File: src/shared/ecc_log_pkg.sv
// package for the error-logging control/status register of an ecc memory
// assumes a 22-bit byte address with word bits 21..1 and 6 check bits per word
package ecc_log_pkg;
  // control/status bit positions
  localparam int unsigned BIT_CORR_DISABLE = 1;
  localparam int unsigned BIT_DIAG = 2;
  localparam int unsigned BIT_PTR = 3;
  localparam int unsigned BIT_SINGLE = 4;
  localparam int unsigned MF_LSB = 5;
  localparam int unsigned MF_MSB = 11;
  localparam int unsigned BIT_SET_INHIBIT = 13;
  localparam int unsigned BIT_HALF = 14;
  localparam int unsigned BIT_UNCORR = 15;
  localparam int unsigned MF_WIDTH = 7;
  localparam int unsigned CHECK_WIDTH = 6;
  // bit 0 and bit 12 hold nothing here and read as zero
  localparam logic [15:0] CSR_RESET = 16'h0000;
  localparam logic [MF_WIDTH-1:0] MF_ZERO = 7'h00;
  // a 16k-word block spans byte address bits 14 and below; bit 15 picks the block
  localparam int unsigned BLOCK_BIT = 15;
  localparam logic [5:0] UPPER_ZERO = 6'h00;
  // log store entries
  localparam logic [1:0] LOG_LOW = 2'h0;
  localparam logic [1:0] LOG_HIGH = 2'h1;
  localparam logic [1:0] LOG_SYN = 2'h2;
  localparam logic [1:0] LOG_NONE = 2'h3;

  // one finished memory access as seen by the ecc datapath
  typedef struct packed {
    logic single_err;
    logic double_err;
    logic [CHECK_WIDTH-1:0] array_check;
    logic [CHECK_WIDTH-1:0] syndrome;
  } ecc_result_type;

  // one write of the three log entries
  typedef struct packed {
    logic [2:0] we;
    logic [MF_WIDTH-1:0] low;
    logic [MF_WIDTH-1:0] high;
    logic [MF_WIDTH-1:0] syn;
  } log_write_type;
endpackage

File: src/design/ecc_log_store.sv
// three seven-bit words holding the latched failing address halves and syndrome
// assumes the owner gives a word select that is stable between writes
`timescale 1ns/1ps
module ecc_log_store
  import ecc_log_pkg::*;
(
  // clock and reset
  input wire logic sys_clk,
  input wire logic resetn,
  // write side
  input wire log_write_type wr,
  // read side
  input wire logic [1:0] rd_sel,
  output logic [MF_WIDTH-1:0] rd_data_ff
);
  logic [MF_WIDTH-1:0] word_ff [3];

  // contents survive reset, as the multifunction bits do
  always_ff @(posedge sys_clk) begin
    if (wr.we[0]) begin
      word_ff[0] <= wr.low;
    end
    if (wr.we[1]) begin
      word_ff[1] <= wr.high;
    end
    if (wr.we[2]) begin
      word_ff[2] <= wr.syn;
    end
  end

  // registered read; the unused select reads zero
  always_ff @(posedge sys_clk or negedge resetn) begin
    if (!resetn) begin
      rd_data_ff <= MF_ZERO;
    end else if (rd_sel == LOG_NONE) begin
      rd_data_ff <= MF_ZERO;
    end else begin
      rd_data_ff <= word_ff[rd_sel];
    end
  end
endmodule

File: src/design/ecc_memory_error_logging.sv
// error-logging part of the ecc memory control/status register
// assumes host register cycles and memory access events are synchronous to sys_clk
//
// Operation
// - set inhibit with pointer 0 keeps first 16k words under full ecc
// - single flag sets on single error with effective correction enabled
// - bits 5-11 hold check bits or log views, writable except in the syndrome view, kept over reset
// - normal mode errors latch failing address and syndrome bits, except corrected singles while uncorrectable is set
// - normal mode, half select 0, read returns address bits 11-17
// - normal mode, half select 1, read returns bits 18-21 and bit 1
// - diagnostic with half select 1 returns syndrome, overall parity first
// - set inhibit enables pointer; clear means modes cover all memory
// - half select picks low address half or high half plus bit 1
// - diagnostic read with half select 0 stores array check bits, diagnostic write uses them
// - uncorrectable flag sets on double error, or any error without correction
`timescale 1ns/1ps
module ecc_memory_error_logging
  import ecc_log_pkg::*;
(
  // clock and reset (power-up and bus initialise both drive resetn)
  input wire logic sys_clk,
  input wire logic resetn,
  // host register cycles
  input wire logic bus_read_cycle,
  input wire logic bus_write_cycle,
  input wire logic [15:0] csr_wdata,
  output logic [15:0] csr_rdata_ff,
  output logic csr_rvalid_ff,
  // memory access start, address of the word
  input wire logic acc_start,
  input wire logic acc_write,
  input wire logic [21:1] acc_addr,
  // mode applied to the started access
  output logic eff_corr_disable_ff,
  output logic eff_diag_ff,
  output logic [CHECK_WIDTH-1:0] wr_check_ff,
  // memory access completion from the ecc datapath
  input wire logic acc_done,
  input wire ecc_result_type acc_result
);
  // control bits
  logic corr_disable_ff;
  logic diag_ff;
  logic ptr_ff;
  logic single_ff;
  logic set_inhibit_ff;
  logic half_ff;
  logic uncorr_ff;
  // multifunction bits in their check-bit view
  logic [MF_WIDTH-1:0] mf_ff;
  // access in flight
  logic [21:1] cur_addr_ff;
  logic cur_write_ff;
  // log store
  log_write_type nxt_log;
  logic [1:0] view_sel;
  logic [MF_WIDTH-1:0] log_rdata_ff;
  // event decode
  logic log_ok;
  logic set_single;
  logic set_uncorr;
  logic any_err;

  // word lies in the block named by the pointer while set inhibit is on
  function automatic logic is_protected(input logic [21:1] a, input logic inh,
                                        input logic ptr);
    is_protected = inh && (a[21:16] == UPPER_ZERO) && (a[BLOCK_BIT] == ptr);
  endfunction

  // which view bits 5-11 show for the current mode bits
  function automatic logic [1:0] view_of(input logic diag, input logic half);
    if (!diag && !half) begin
      view_of = LOG_LOW;
    end else if (!diag) begin
      view_of = LOG_HIGH;
    end else if (half) begin
      view_of = LOG_SYN;
    end else begin
      view_of = LOG_NONE;
    end
  endfunction

  assign view_sel = view_of(diag_ff, half_ff);

  // inhibit gates pointer
  // the mode is fixed at access start so a mid-access register write cannot split it
  always_ff @(posedge sys_clk or negedge resetn) begin
    if (!resetn) begin
      eff_corr_disable_ff <= 1'b0;
      eff_diag_ff <= 1'b0;
      cur_addr_ff <= '0;
      cur_write_ff <= 1'b0;
    end else if (acc_start) begin
      eff_corr_disable_ff <= corr_disable_ff && !is_protected(acc_addr, set_inhibit_ff, ptr_ff);
      eff_diag_ff <= diag_ff && !is_protected(acc_addr, set_inhibit_ff, ptr_ff);
      cur_addr_ff <= acc_addr;
      cur_write_ff <= acc_write;
    end
  end

  always_ff @(posedge sys_clk or negedge resetn) begin
    if (!resetn) begin
      wr_check_ff <= '0;
    end else if (acc_start) begin
      wr_check_ff <= mf_ff[CHECK_WIDTH-1:0];
    end
  end

  // event decode for the finishing access
  always_comb begin
    any_err = acc_result.single_err || acc_result.double_err;
    set_single = acc_done && acc_result.single_err && !eff_corr_disable_ff;
    set_uncorr = acc_done && (acc_result.double_err
                 || (acc_result.single_err && eff_corr_disable_ff));
    // with correction on, a single error leaves an earlier double error log alone
    log_ok = acc_done && !eff_diag_ff && any_err
             && (acc_result.double_err || eff_corr_disable_ff || !uncorr_ff);
  end

  // log store writes from hardware logging or normal-mode host writes of bits 5-11
  always_comb begin
    nxt_log = '0;
    if (log_ok) begin
      nxt_log.we = 3'h7;
      nxt_log.low = cur_addr_ff[17:11];
      nxt_log.high = {2'b00, cur_addr_ff[1], cur_addr_ff[21:18]};
      // overall parity syndrome first
      // overall parity lands in bit 5, the lowest view bit, as a11 and a18 do
      nxt_log.syn = {1'b0, acc_result.syndrome};
    end else if (bus_write_cycle && !diag_ff) begin
      nxt_log.low = csr_wdata[MF_MSB:MF_LSB];
      nxt_log.high = {2'b00, csr_wdata[MF_LSB+4:MF_LSB]};
      if (half_ff) begin
        nxt_log.we = 3'h2;
      end else begin
        nxt_log.we = 3'h1;
      end
    end
  end

  ecc_log_store u_log (
    .sys_clk(sys_clk),
    .resetn(resetn),
    .wr(nxt_log),
    .rd_sel(view_sel),
    .rd_data_ff(log_rdata_ff)
  );

  always_ff @(posedge sys_clk) begin
    if (acc_done && eff_diag_ff && !cur_write_ff && !half_ff) begin
      mf_ff <= {1'b0, acc_result.array_check};
    end else if (bus_write_cycle && diag_ff && !half_ff) begin
      // with half select set the syndrome view takes no diagnostic data
      mf_ff <= csr_wdata[MF_MSB:MF_LSB];
    end
  end

  always_ff @(posedge sys_clk or negedge resetn) begin
    if (!resetn) begin
      corr_disable_ff <= CSR_RESET[BIT_CORR_DISABLE];
      diag_ff <= CSR_RESET[BIT_DIAG];
      ptr_ff <= CSR_RESET[BIT_PTR];
      set_inhibit_ff <= CSR_RESET[BIT_SET_INHIBIT];
      half_ff <= CSR_RESET[BIT_HALF];
    end else if (bus_write_cycle) begin
      corr_disable_ff <= csr_wdata[BIT_CORR_DISABLE];
      diag_ff <= csr_wdata[BIT_DIAG];
      ptr_ff <= csr_wdata[BIT_PTR];
      set_inhibit_ff <= csr_wdata[BIT_SET_INHIBIT];
      half_ff <= csr_wdata[BIT_HALF];
    end
  end

  // single error flag
  // a hardware set in the same cycle as a host write wins
  always_ff @(posedge sys_clk or negedge resetn) begin
    if (!resetn) begin
      single_ff <= CSR_RESET[BIT_SINGLE];
    end else if (set_single) begin
      single_ff <= 1'b1;
    end else if (bus_write_cycle) begin
      single_ff <= csr_wdata[BIT_SINGLE];
    end
  end

  always_ff @(posedge sys_clk or negedge resetn) begin
    if (!resetn) begin
      uncorr_ff <= CSR_RESET[BIT_UNCORR];
    end else if (set_uncorr) begin
      uncorr_ff <= 1'b1;
    end else if (bus_write_cycle) begin
      uncorr_ff <= csr_wdata[BIT_UNCORR];
    end
  end

  // half select multiplex
  // read data is sampled one edge after the read strobe; the log view can lag one cycle
  always_ff @(posedge sys_clk or negedge resetn) begin
    if (!resetn) begin
      csr_rdata_ff <= CSR_RESET;
      csr_rvalid_ff <= 1'b0;
    end else begin
      csr_rvalid_ff <= bus_read_cycle;
      if (bus_read_cycle) begin
        csr_rdata_ff <= '0;
        csr_rdata_ff[BIT_CORR_DISABLE] <= corr_disable_ff;
        csr_rdata_ff[BIT_DIAG] <= diag_ff;
        csr_rdata_ff[BIT_PTR] <= ptr_ff;
        csr_rdata_ff[BIT_SINGLE] <= single_ff;
        csr_rdata_ff[BIT_SET_INHIBIT] <= set_inhibit_ff;
        csr_rdata_ff[BIT_HALF] <= half_ff;
        csr_rdata_ff[BIT_UNCORR] <= uncorr_ff;
        if (view_sel == LOG_NONE) begin
          csr_rdata_ff[MF_MSB:MF_LSB] <= mf_ff;
        end else begin
          csr_rdata_ff[MF_MSB:MF_LSB] <= log_rdata_ff;
        end
      end
    end
  end
endmodule

File: config.mk
export PLATFORM = sky130hd
export DESIGN_NAME = ecc_memory_error_logging
export DESIGN_NICKNAME = d
export VERILOG_FILES = /design/src/shared/ecc_log_pkg.sv /design/src/design/ecc_log_store.sv /design/src/design/ecc_memory_error_logging.sv
export SDC_FILE = /design/constraint.sdc
export NUM_CORES = 1
export LEC_CHECK = 0
export BUFFER_PORTS_ARGS = -buffer_cell sky130_fd_sc_hd__clkbuf_2
export CAP_MARGIN = 20
export CORE_MARGIN = 2
export CORE_UTILIZATION = 52
export DETAILED_ROUTE_END_ITERATION = 8
export GPL_ROUTABILITY_DRIVEN = 0
export PLACE_DENSITY = 0.78
export SLEW_MARGIN = 20
export SYNTH_ARGS = -nofsm -noshare
export SYNTH_HDL_FRONTEND = slang
export SYNTH_SLANG_ARGS = --single-unit
File: constraint.sdc
create_clock -name sys_clk -period 1.9 [get_ports sys_clk]
set_input_delay 0.19 -clock sys_clk [delete_from_list [all_inputs] [get_ports sys_clk]]
set_output_delay 0.19 -clock sys_clk [all_outputs]
set_load 0.05 [all_outputs]
==> impl_metrics.tcl, run 1 <==
set metrics [dict create \
    period_needed_ns 1.606 \
    setup_slack_ns 0.2944 \
    fillers 461 \
    cp_slowest_stage_delay_ns 0.49 \
    hold_viol 0 \
    finalSetupTns_ns 0 \
    critPathKind "flip-flop to flip-flop" \
    ctsResizeCount 0 \
    grt_max_degree 23 \
    place_ws_ns 0.2923 \
    rsz0062_at_grt "false" \
    design_area_um2 3769 \
    ys_warn_count 0 \
    synth_cell_type_count 32 \
    status "complete, no violations" \
    cts_buffer_depth 2 \
    yosysMostFrequentCell "dfrtp_1" \
    fin_nets 361 \
    die_x_um 82.06 \
    cp-start-kind "flip-flop" \
    ys_ff_latch 75 \
    synth_edf_count 24 \
    vias 1996 \
    synthArstFlopShare_pct 66.67 \
    setup_viol 0 \
    period_share_pct 84.51 \
    firstDrtPassIters 4 \
    antenna_found_initial 0 \
    cp.required_ns 2.10 \
    dr.first_iter.drc_count 81 \
    fin_worst_skew_ns 0.01214 \
    powerDensity_nw_per_um2 1026 \
    die_h_um 82.06 \
    root_buffer "clkbuf_8" \
    drt-total-wl_um 5781 \
    ir_worst_vdd_uv 521.5 \
    cap_violations 0 \
    core_um2 5921 \
    cts_tree "done" \
    synthToLayoutAreaGrowth_pct 18.96 \
    slew_violations 0 \
    path_clk_slew_ns 0.07 \
    slew_headroom_pct 65.17 \
    grt_pass1_wl_um 9328 \
    end_kind "flip-flop" \
    drtAntennaViolNets 0 \
    insertion_delay_ns 0.34 \
    grt.overflow.total 0 \
    drive_above_1_share_pct 41.18 \
    hp-class "input pin to flip-flop" \
    yosysTopAreaCellShare_pct 39.49 \
    vias_per_cell 5.239 \
    path_cells "inv_1 -> ha_1 -> mux2i_1 -> a21oi_1" \
    dieArea_um2 6733 \
    max_clock_freq_mhz 622.8 \
    cts_max_level 3 \
    initial_core_util_pct 53.51 \
    grt_usage_pct 19.43 \
    ios 83 \
    synth_area_um2 3168 \
    synth_common_cells "dfrtp_1, mux2_2, edfxtp_1" \
    ys.flop_type "dfrtp_1" \
    arrival_ns 1.80 \
    cts_buffers 9 \
    wire_per_inst_um 15.17 \
    io_buffers 69 \
    ys_seq_area_share_pct 62.88 \
    worstPathMaxFanout 9 \
    cts.sinks 75 \
    antenna_cells 0 \
    synthTopCellsByArea "dfrtp_1, edfxtp_1, mux2_2" \
    syn-mean-instance-area_um2 13.89 \
    syn-instance-count 228 \
    dpl-instance-area_um2 3576 \
    synth_top_area_cell "dfrtp_1" \
    grt_pass1_vias 1954 \
    power.leakage_uw 0.001711 \
    drc_errors 0 \
    tightest_slew_ns 0.5224 \
    dpl.hpwl_um 4374 \
    rows 28 \
    critPathSlowestCell "ha_1" \
    post_cts_buffers 0 \
]
## final cells by class
class / instances / area, um^2 / share of cell area [%]
flip-flops and latches: 75 / 1992 / 52.86
multi-input cells: 134 / 1081 / 28.69
repair buffers: 76 / 400.4 / 10.62
clock buffers: 14 / 172.7 / 4.582
well taps: 75 / 93.84 / 2.490
inverters: 5 / 18.77 / 0.4980
clock inverters: 2 / 10.01 / 0.2656
## registers in the layout (all words and copies together) (netlist names)
signal               count
u_log.word_ff           18
csr_rdata_ff            14
cur_addr_ff             12
mf_ff                    7
u_log.rd_data_ff         7
wr_check_ff              6
corr_disable_ff          1
csr_rvalid_ff            1
cur_write_ff             1
diag_ff                  1
eff_corr_disable_ff      1
eff_diag_ff              1
half_ff                  1
ptr_ff                   1
set_inhibit_ff           1
single_ff                1
uncorr_ff                1
## power breakdown
| part | total (uW) | switching, uW | leakage (uW) | internal (uW) |
|---|---|---|---|---|
| Clock | 1100 | 524 | 0.0000965 | 578 |
| Sequential | 1980 | 102 | 0.000828 | 1880 |
| Combinational | 785 | 510 | 0.000787 | 275 |
| Total | 3870 | 1140 | 0.00171 | 2730 |
## per-layer routing
layer  track usage, %  up-vias  share of wire, %
met5                0        -                 0
met4            10.67        0               2.2
met3            4.945       10               4.1
met2            31.30       53                50
met1            23.95      968                44
li1                 -      965                 -
## final timing paths
kind	slack [ns]	cells after the start	from	end
min in group asynchronous	0.35	2	resetn	uncorr_ff
worst min-delay path	0.06	3	csr_wdata[14]	half_ff
worst min register to register	0.49	1	u_log.word_ff[0][6]	u_log.rd_data_ff[6]
worst max register to register	0.29	4	half_ff	csr_rdata_ff[10]
worst max-delay path	0.29	4	half_ff	csr_rdata_ff[10]
max in group asynchronous	0.91	3	resetn	csr_rdata_ff[8]
## kinds of logic (layout without fill, tap and decap cells)
logic type | count (synthesis) | in the layout | synth area share [%]
XOR/XNOR | 1 | 1 | 0.2765
other | 1 | 2 | 0.1184
buffers and inverters | 20 | 97 | 3.396
multiplexers | 53 | 53 | 18.05
AND/OR/NAND/NOR | 44 | 44 | 7.504
flip-flops | 75 | 75 | 62.88
AO/OA/AOI/OAI | 32 | 32 | 6.990
adder cells (fa/ha/maj) | 2 | 2 | 0.7898
## cells in the final DEF (no fill, tap or decap), types with 5 or more instances in the layout
cell / netlist / layout
mux2_2: 33 / 33
dfrtp_1: 50 / 50
mux2i_1: 20 / 20
o21ai_0: 6 / 6
buf_4: 4 / 6
edfxtp_1: 24 / 24
a22o_1: 10 / 10
clkbuf_2: 0 / 69
clkbuf_8: 0 / 12
and2_1: 6 / 6
a21oi_1: 8 / 8
nor2_1: 18 / 18
a211oi_1: 5 / 5
nand2_1: 8 / 8
## through the flow
step | util, % | power [uW] | hold slack [ns] | cells
after floorplan | - | 2570 | -0.1056 | 229
after global placement | 60.40 | 2773 | 0.1717 | 364
after detailed placement | 60.40 | 2801 | 0.1848 | 364
after CTS | 63.65 | 3902 | 0.05405 | 381
after global routing | 63.65 | 4063 | 0.06379 | 381
final | 63.65 | 3867 | 0.05954 | 381
## worst max-delay path: cells and delay by family (launching register included)
kind	cells	cell delay, ns
multiplexers	1	0.28
flip-flops	1	0.45
AO/OA/AOI/OAI	1	0.09
adder cells (fa/ha/maj)	1	0.49
buffers and inverters	1	0.15
## what timing repair did
action	CTS	global route
endpoints found under the hold margin	18	0
endpoints found under the setup margin	0	0
hold buffers	1	0
Power figures use the tool's default switching activity.
==> run 2, diff against run 1 <==
ABC_AREA = 1   (was not set)
clock period = 1.6 ns   (was 1.9 ns; I/O delays follow)
==> impl_metrics.tcl, run 2 <==
set metrics [dict create \
    status "complete, no violations" \
    hold_end "cur_addr_ff[12]" \
    hold_depth 3 \
    powerDensity_nw_per_um2 1203 \
    firstDrtPassIters 4 \
    antenna_cells 0 \
    insertion_delay_ns 0.34 \
    initial_core_util_pct 54.20 \
    drive_above_1_share_pct 25.00 \
    synth_area_um2 3228 \
    rsz0062_at_grt "false" \
    cp-start-kind "flip-flop" \
    crit_family "adder cells" \
    critPathSlowestCell "ha_1" \
    largest_register_ffs 18 \
    worstPathMaxFanout 6 \
    syn-instance-count 347 \
    fin_nets 487 \
    path_clk_slew_ns 0.07 \
    tightest_slew_ns 0.6918 \
    cts_tree "done" \
    slew_violations 0 \
    cp_num_buf_inv 2 \
    reg_top3 "u_log.word_ff x18, csr_rdata_ff x14, cur_addr_ff x12" \
    antenna_found_initial 0 \
    r2r-end "u_log.rd_data_ff[3]" \
    power.leakage_uw 0.001981 \
    grt.overflow.total 0 \
    cp_slowest_stage_delay_ns 0.35 \
    period_needed_ns 1.519 \
    dpl-instance-area_um2 3681 \
    period_share_pct 94.97 \
    die_x_um 82.79 \
    max_clock_freq_mhz 658.1 \
    root_buffer "clkbuf_8" \
    cts.sinks 75 \
    cts_max_level 3 \
    rows 28 \
    slew_headroom_pct 53.39 \
    cts_buffers 9 \
    hp-class "input pin to flip-flop" \
    synth_top_area_cell "dfrtp_1" \
    drc_errors 0 \
    synth_cell_type_count 23 \
    largest_register "u_log.word_ff" \
    end_kind "flip-flop" \
    yosysTopAreaCellShare_pct 38.76 \
    dpl.hpwl_um 5304 \
    rrSetupSlack_ns 0.08 \
    syn-mean-instance-area_um2 9.303 \
    drt-total-wl_um 6937 \
    drtAntennaViolNets 0 \
    critPathKind "flip-flop to flip-flop" \
    fin_worst_skew_ns 0.007785 \
    ys.flop_type "dfrtp_1" \
    hp-start "acc_addr[12]" \
    synthToLayoutAreaGrowth_pct 20.50 \
    cts_buffer_depth 2 \
    dr.first_iter.drc_count 156 \
    core_um2 5956 \
    post_cts_buffers 0 \
    hold_viol 0 \
    die_h_um 82.79 \
    dieArea_um2 6854 \
    yosysMostFrequentCell "nand2_1" \
    synth_edf_count 24 \
    synth_common_cells "nand2_1, dfrtp_1, nor2_1" \
    arrival_ns 1.73 \
    vias_per_cell 5.063 \
    ios 83 \
    grt_usage_pct 23.10 \
    grt_pass1_wl_um 11590 \
    ir_worst_vdd_uv 693.9 \
    synthTopCellsByArea "dfrtp_1, edfxtp_1, nand2_1" \
    io_buffers 69 \
    final_common_cell "nand2_1" \
    setup_viol 0 \
    ys_ff_latch 75 \
    finalSetupTns_ns 0 \
    ys_warn_count 0 \
    cp.required_ns 1.81 \
    wire_per_inst_um 13.68 \
    worst_hold_slack_ns 0.01910 \
    ys_seq_area_share_pct 61.71 \
    vias 2567 \
    grt_max_degree 27 \
    r2r-start "diag_ff" \
    final_cell_mix "nand2_1, clkbuf_2, dfrtp_1, nor2_1, inv_1" \
    design_area_um2 3890 \
    synthArstFlopShare_pct 66.67 \
    worstRegToRegCells 6 \
    grt_pass1_vias 2529 \
    cap_violations 0 \
    path_cells "inv_1 -> buf_4 -> ha_1 -> or2_2 -> o21ai_0 -> a21oi_1" \
]
==> run 2: layer usage <==
metal | global-route usage (%) | vias to the layer above | wire [um]
met2 | 38.63 | 82 | 3411
met1 | 29.51 | 1207 | 2979
met5 | 0 | - | 0
met3 | 5.411 | 11 | 449
li1 | - | 1267 | -
met4 | 8.361 | 0 | 97
==> run 2: area by class of cell <==
type	count	area, um^2
inverter	32	120.1
sequential	75	1994
tap	75	93.84
multi-input combinational	223	1015
fill	489	2066
clock buffer	13	148.9
timing repair buffer	86	478.0
clock inverter	3	40.04
==> run 2: worst max path at each step <==
stage	start	endpoint	depth (start not counted)
final	diag_ff	u_log.rd_data_ff[3]	6
after global routing	diag_ff	u_log.word_ff[1][4]	3
after CTS	diag_ff	u_log.rd_data_ff[3]	6
after detailed placement	diag_ff	u_log.rd_data_ff[3]	6
after global placement	diag_ff	u_log.rd_data_ff[2]	6
after floorplan	eff_corr_disable_ff	u_log.word_ff[0][0]	5
==> run 2: what timing repair did <==
action                                  4_1_cts  5_1_grt
resized for setup                             0        1
endpoints found under the setup margin        0        1
hold endpoints to repair                     19        0
hold buffers                                  2        0
==> run 2: cell families after synthesis <==
family | count (synthesis) | synth area share [%]
flops | 75 | 61.71
buf+inv | 50 | 6.977
simple gates | 161 | 20.08
other cells | 1 | 0.1162
compound gates | 54 | 9.031
mux | 4 | 1.318
fa+ha+maj | 2 | 0.7751
==> run 2: stage by stage <==
step | utilization (%) | setup WS (ns) | power (uW) | instances
final | 65.32 | 0.08053 | 4679 | 507
after global routing | 65.32 | 0.001835 | 4908 | 507
after global placement | 61.81 | 0.1609 | 3275 | 489
after floorplan | - | 0.01897 | 3008 | 348
after detailed placement | 61.81 | 0.09616 | 3317 | 489
after CTS | 65.32 | 0.08022 | 4713 | 507
==> run 2: worst reg2reg max path, delay by kind of cell, from the launching register on <==
| family | cells | cell delay, ns |
|---|---|---|
| buffers and inverters | 2 | 0.20 |
| DFF | 1 | 0.34 |
| and+or+nand+nor | 1 | 0.31 |
| AOI/OAI and AO/OA | 2 | 0.20 |
| adders and majority gates | 1 | 0.35 |
==> run 2: where the power goes <==
part	switching, uW	internal, uW
sequential	107	2230
combinational	666	278
clock	639	760
total	1410	3270
==> run 3, diff against run 2 <==
CTS_CLUSTER_DIAMETER = 80   (was not set)
HOLD_SLACK_MARGIN = 0.08   (was not set)
==> impl_metrics.tcl, run 3 (synthesis gave the netlist of run 2 again) <==
set metrics [dict create \
    wire_per_inst_um 14.06 \
    cts_buffers 9 \
    cp.required_ns 1.81 \
    grt_pass1_vias 2567 \
    dpl.hpwl_um 5304 \
    post_cts_buffers 0 \
    rows 28 \
    crit_start "diag_ff" \
    tightest_slew_ns 0.6799 \
    place_ws_ns 0.09616 \
    instances_no_fill 523 \
    hold_viol 0 \
    fin_worst_skew_ns 0.007271 \
    r2r-start "diag_ff" \
    hold_end "cur_addr_ff[18]" \
    setup_slack_ns 0.07380 \
    final_common_cell "nand2_1" \
    cts.sinks 75 \
    core_um2 5956 \
    finalSetupTns_ns 0 \
    firstDrtPassIters 6 \
    setup_viol 0 \
    initial_core_util_pct 54.20 \
    root_buffer "clkbuf_8" \
    worstRegToRegCells 6 \
    vias_per_cell 5.105 \
    path_clk_slew_ns 0.07 \
    vias 2670 \
    end_kind "flip-flop" \
    hp-class "input pin to flip-flop" \
    largest_register_ffs 18 \
    path_cells "inv_1 -> buf_4 -> ha_1 -> or2_2 -> o21ai_0 -> a21oi_1" \
    cts_tree "done" \
    ir_worst_vdd_uv 698.9 \
    die_h_um 82.79 \
    cp-start-kind "flip-flop" \
    synthToLayoutAreaGrowth_pct 25.46 \
    drtAntennaViolNets 0 \
    cp_slowest_stage_delay_ns 0.35 \
    critPathSlowestCell "ha_1" \
    die_x_um 82.79 \
    fin_nets 503 \
    drive_above_1_share_pct 24.11 \
    status "complete, no violations" \
    period_share_pct 95.39 \
    grt_pass1_wl_um 11960 \
    cap_violations 0 \
    placed_cells 489 \
    rrSetupSlack_ns 0.07 \
    dieArea_um2 6854 \
    dpl-instance-area_um2 3681 \
    slew_violations 0 \
    arrival_ns 1.74 \
    drc_errors 0 \
    grt_usage_pct 24.08 \
    hp-start "acc_addr[18]" \
    antenna_cells 0 \
    grt.overflow.total 0 \
    rsz0062_at_grt "false" \
    slew_headroom_pct 54.20 \
    powerDensity_nw_per_um2 1166 \
    insertion_delay_ns 0.35 \
    power.leakage_uw 0.002048 \
    fillers 460 \
    design_area_um2 4050 \
    final_cell_mix "nand2_1, clkbuf_2, dfrtp_1, nor2_1, inv_1" \
    hold_depth 3 \
    cts_buffer_depth 2 \
    grt_max_degree 27 \
    ios 83 \
    cts_max_level 3 \
    period_needed_ns 1.526 \
    worst_hold_slack_ns 0.08529 \
    drt-total-wl_um 7352 \
    antenna_found_initial 0 \
    io_buffers 69 \
    reg_top3 "u_log.word_ff x18, csr_rdata_ff x14, cur_addr_ff x12" \
    largest_register "u_log.word_ff" \
    max_clock_freq_mhz 655.2 \
    dr.first_iter.drc_count 178 \
    r2r-end "u_log.rd_data_ff[3]" \
    critPathKind "flip-flop to flip-flop" \
    worstPathMaxFanout 6 \
]
==> run 3: final cells by class <==
type | count | area [um^2] | share of cell area [%]
Sequential cell | 75 | 1994 | 49.24
Clock inverter | 3 | 40.04 | 0.9886
Clock buffer | 13 | 148.9 | 3.676
Timing Repair Buffer | 102 | 638.1 | 15.76
Tap cell | 75 | 93.84 | 2.317
Multi-Input combinational cell | 223 | 1015 | 25.05
Inverter | 32 | 120.1 | 2.966
==> run 3: repair_timing <==
item | 4_1_cts | 5_1_grt
hold endpoints to repair | 35 | 0
hold buffers | 18 | 0
gates resized for setup | 0 | 1
endpoints found under the setup margin | 0 | 1
==> run 3: worst max path at each step <==
stage	slack [ns]	to
after detailed placement	0.1	u_log.rd_data_ff[3]
after global placement	0.16	u_log.rd_data_ff[2]
after global routing	0.0004	u_log.word_ff[1][4]
after CTS	0.08	u_log.rd_data_ff[3]
final	0.07	u_log.rd_data_ff[3]
after floorplan	0.02	u_log.word_ff[0][0]
==> run 3: critical path, delay by kind of cell (launching register included) <==
family                   cells  cell delay [ns]
buffers and inverters        2             0.20
AND/OR/NAND/NOR              1             0.31
AO/OA/AOI/OAI                2             0.20
adder cells (fa/ha/maj)      1             0.35
flip-flops                   1             0.34
==> run 3: report_power, final <==
part | switching [uW] | internal (uW) | total [uW] | leakage, uW
combinational | 677 | 304 | 981 | 0.00112
clock | 646 | 760 | 1410 | 0.0000974
sequential | 108 | 2230 | 2340 | 0.000834
==> run 3: metrics by stage <==
stage	power [uW]	util, %
finish	4724	68.00
global route	4946	68.00
CTS	4743	68.00
detailed placement	3317	61.81
global placement	3275	61.81
floorplan	3008	-
==> run 3: layer usage <==
| metal | share of wire, % | vias to the layer above | track usage [%] | wire, um |
|---|---|---|---|---|
| met1 | 42 | 1247 | 30.17 | 3077 |
| li1 | - | 1304 | - | - |
| met2 | 49 | 105 | 40.32 | 3611 |
| met5 | 0 | - | 0 | 0 |
| met3 | 6.8 | 14 | 6.061 | 497 |
| met4 | 2.2 | 0 | 9.344 | 165 |
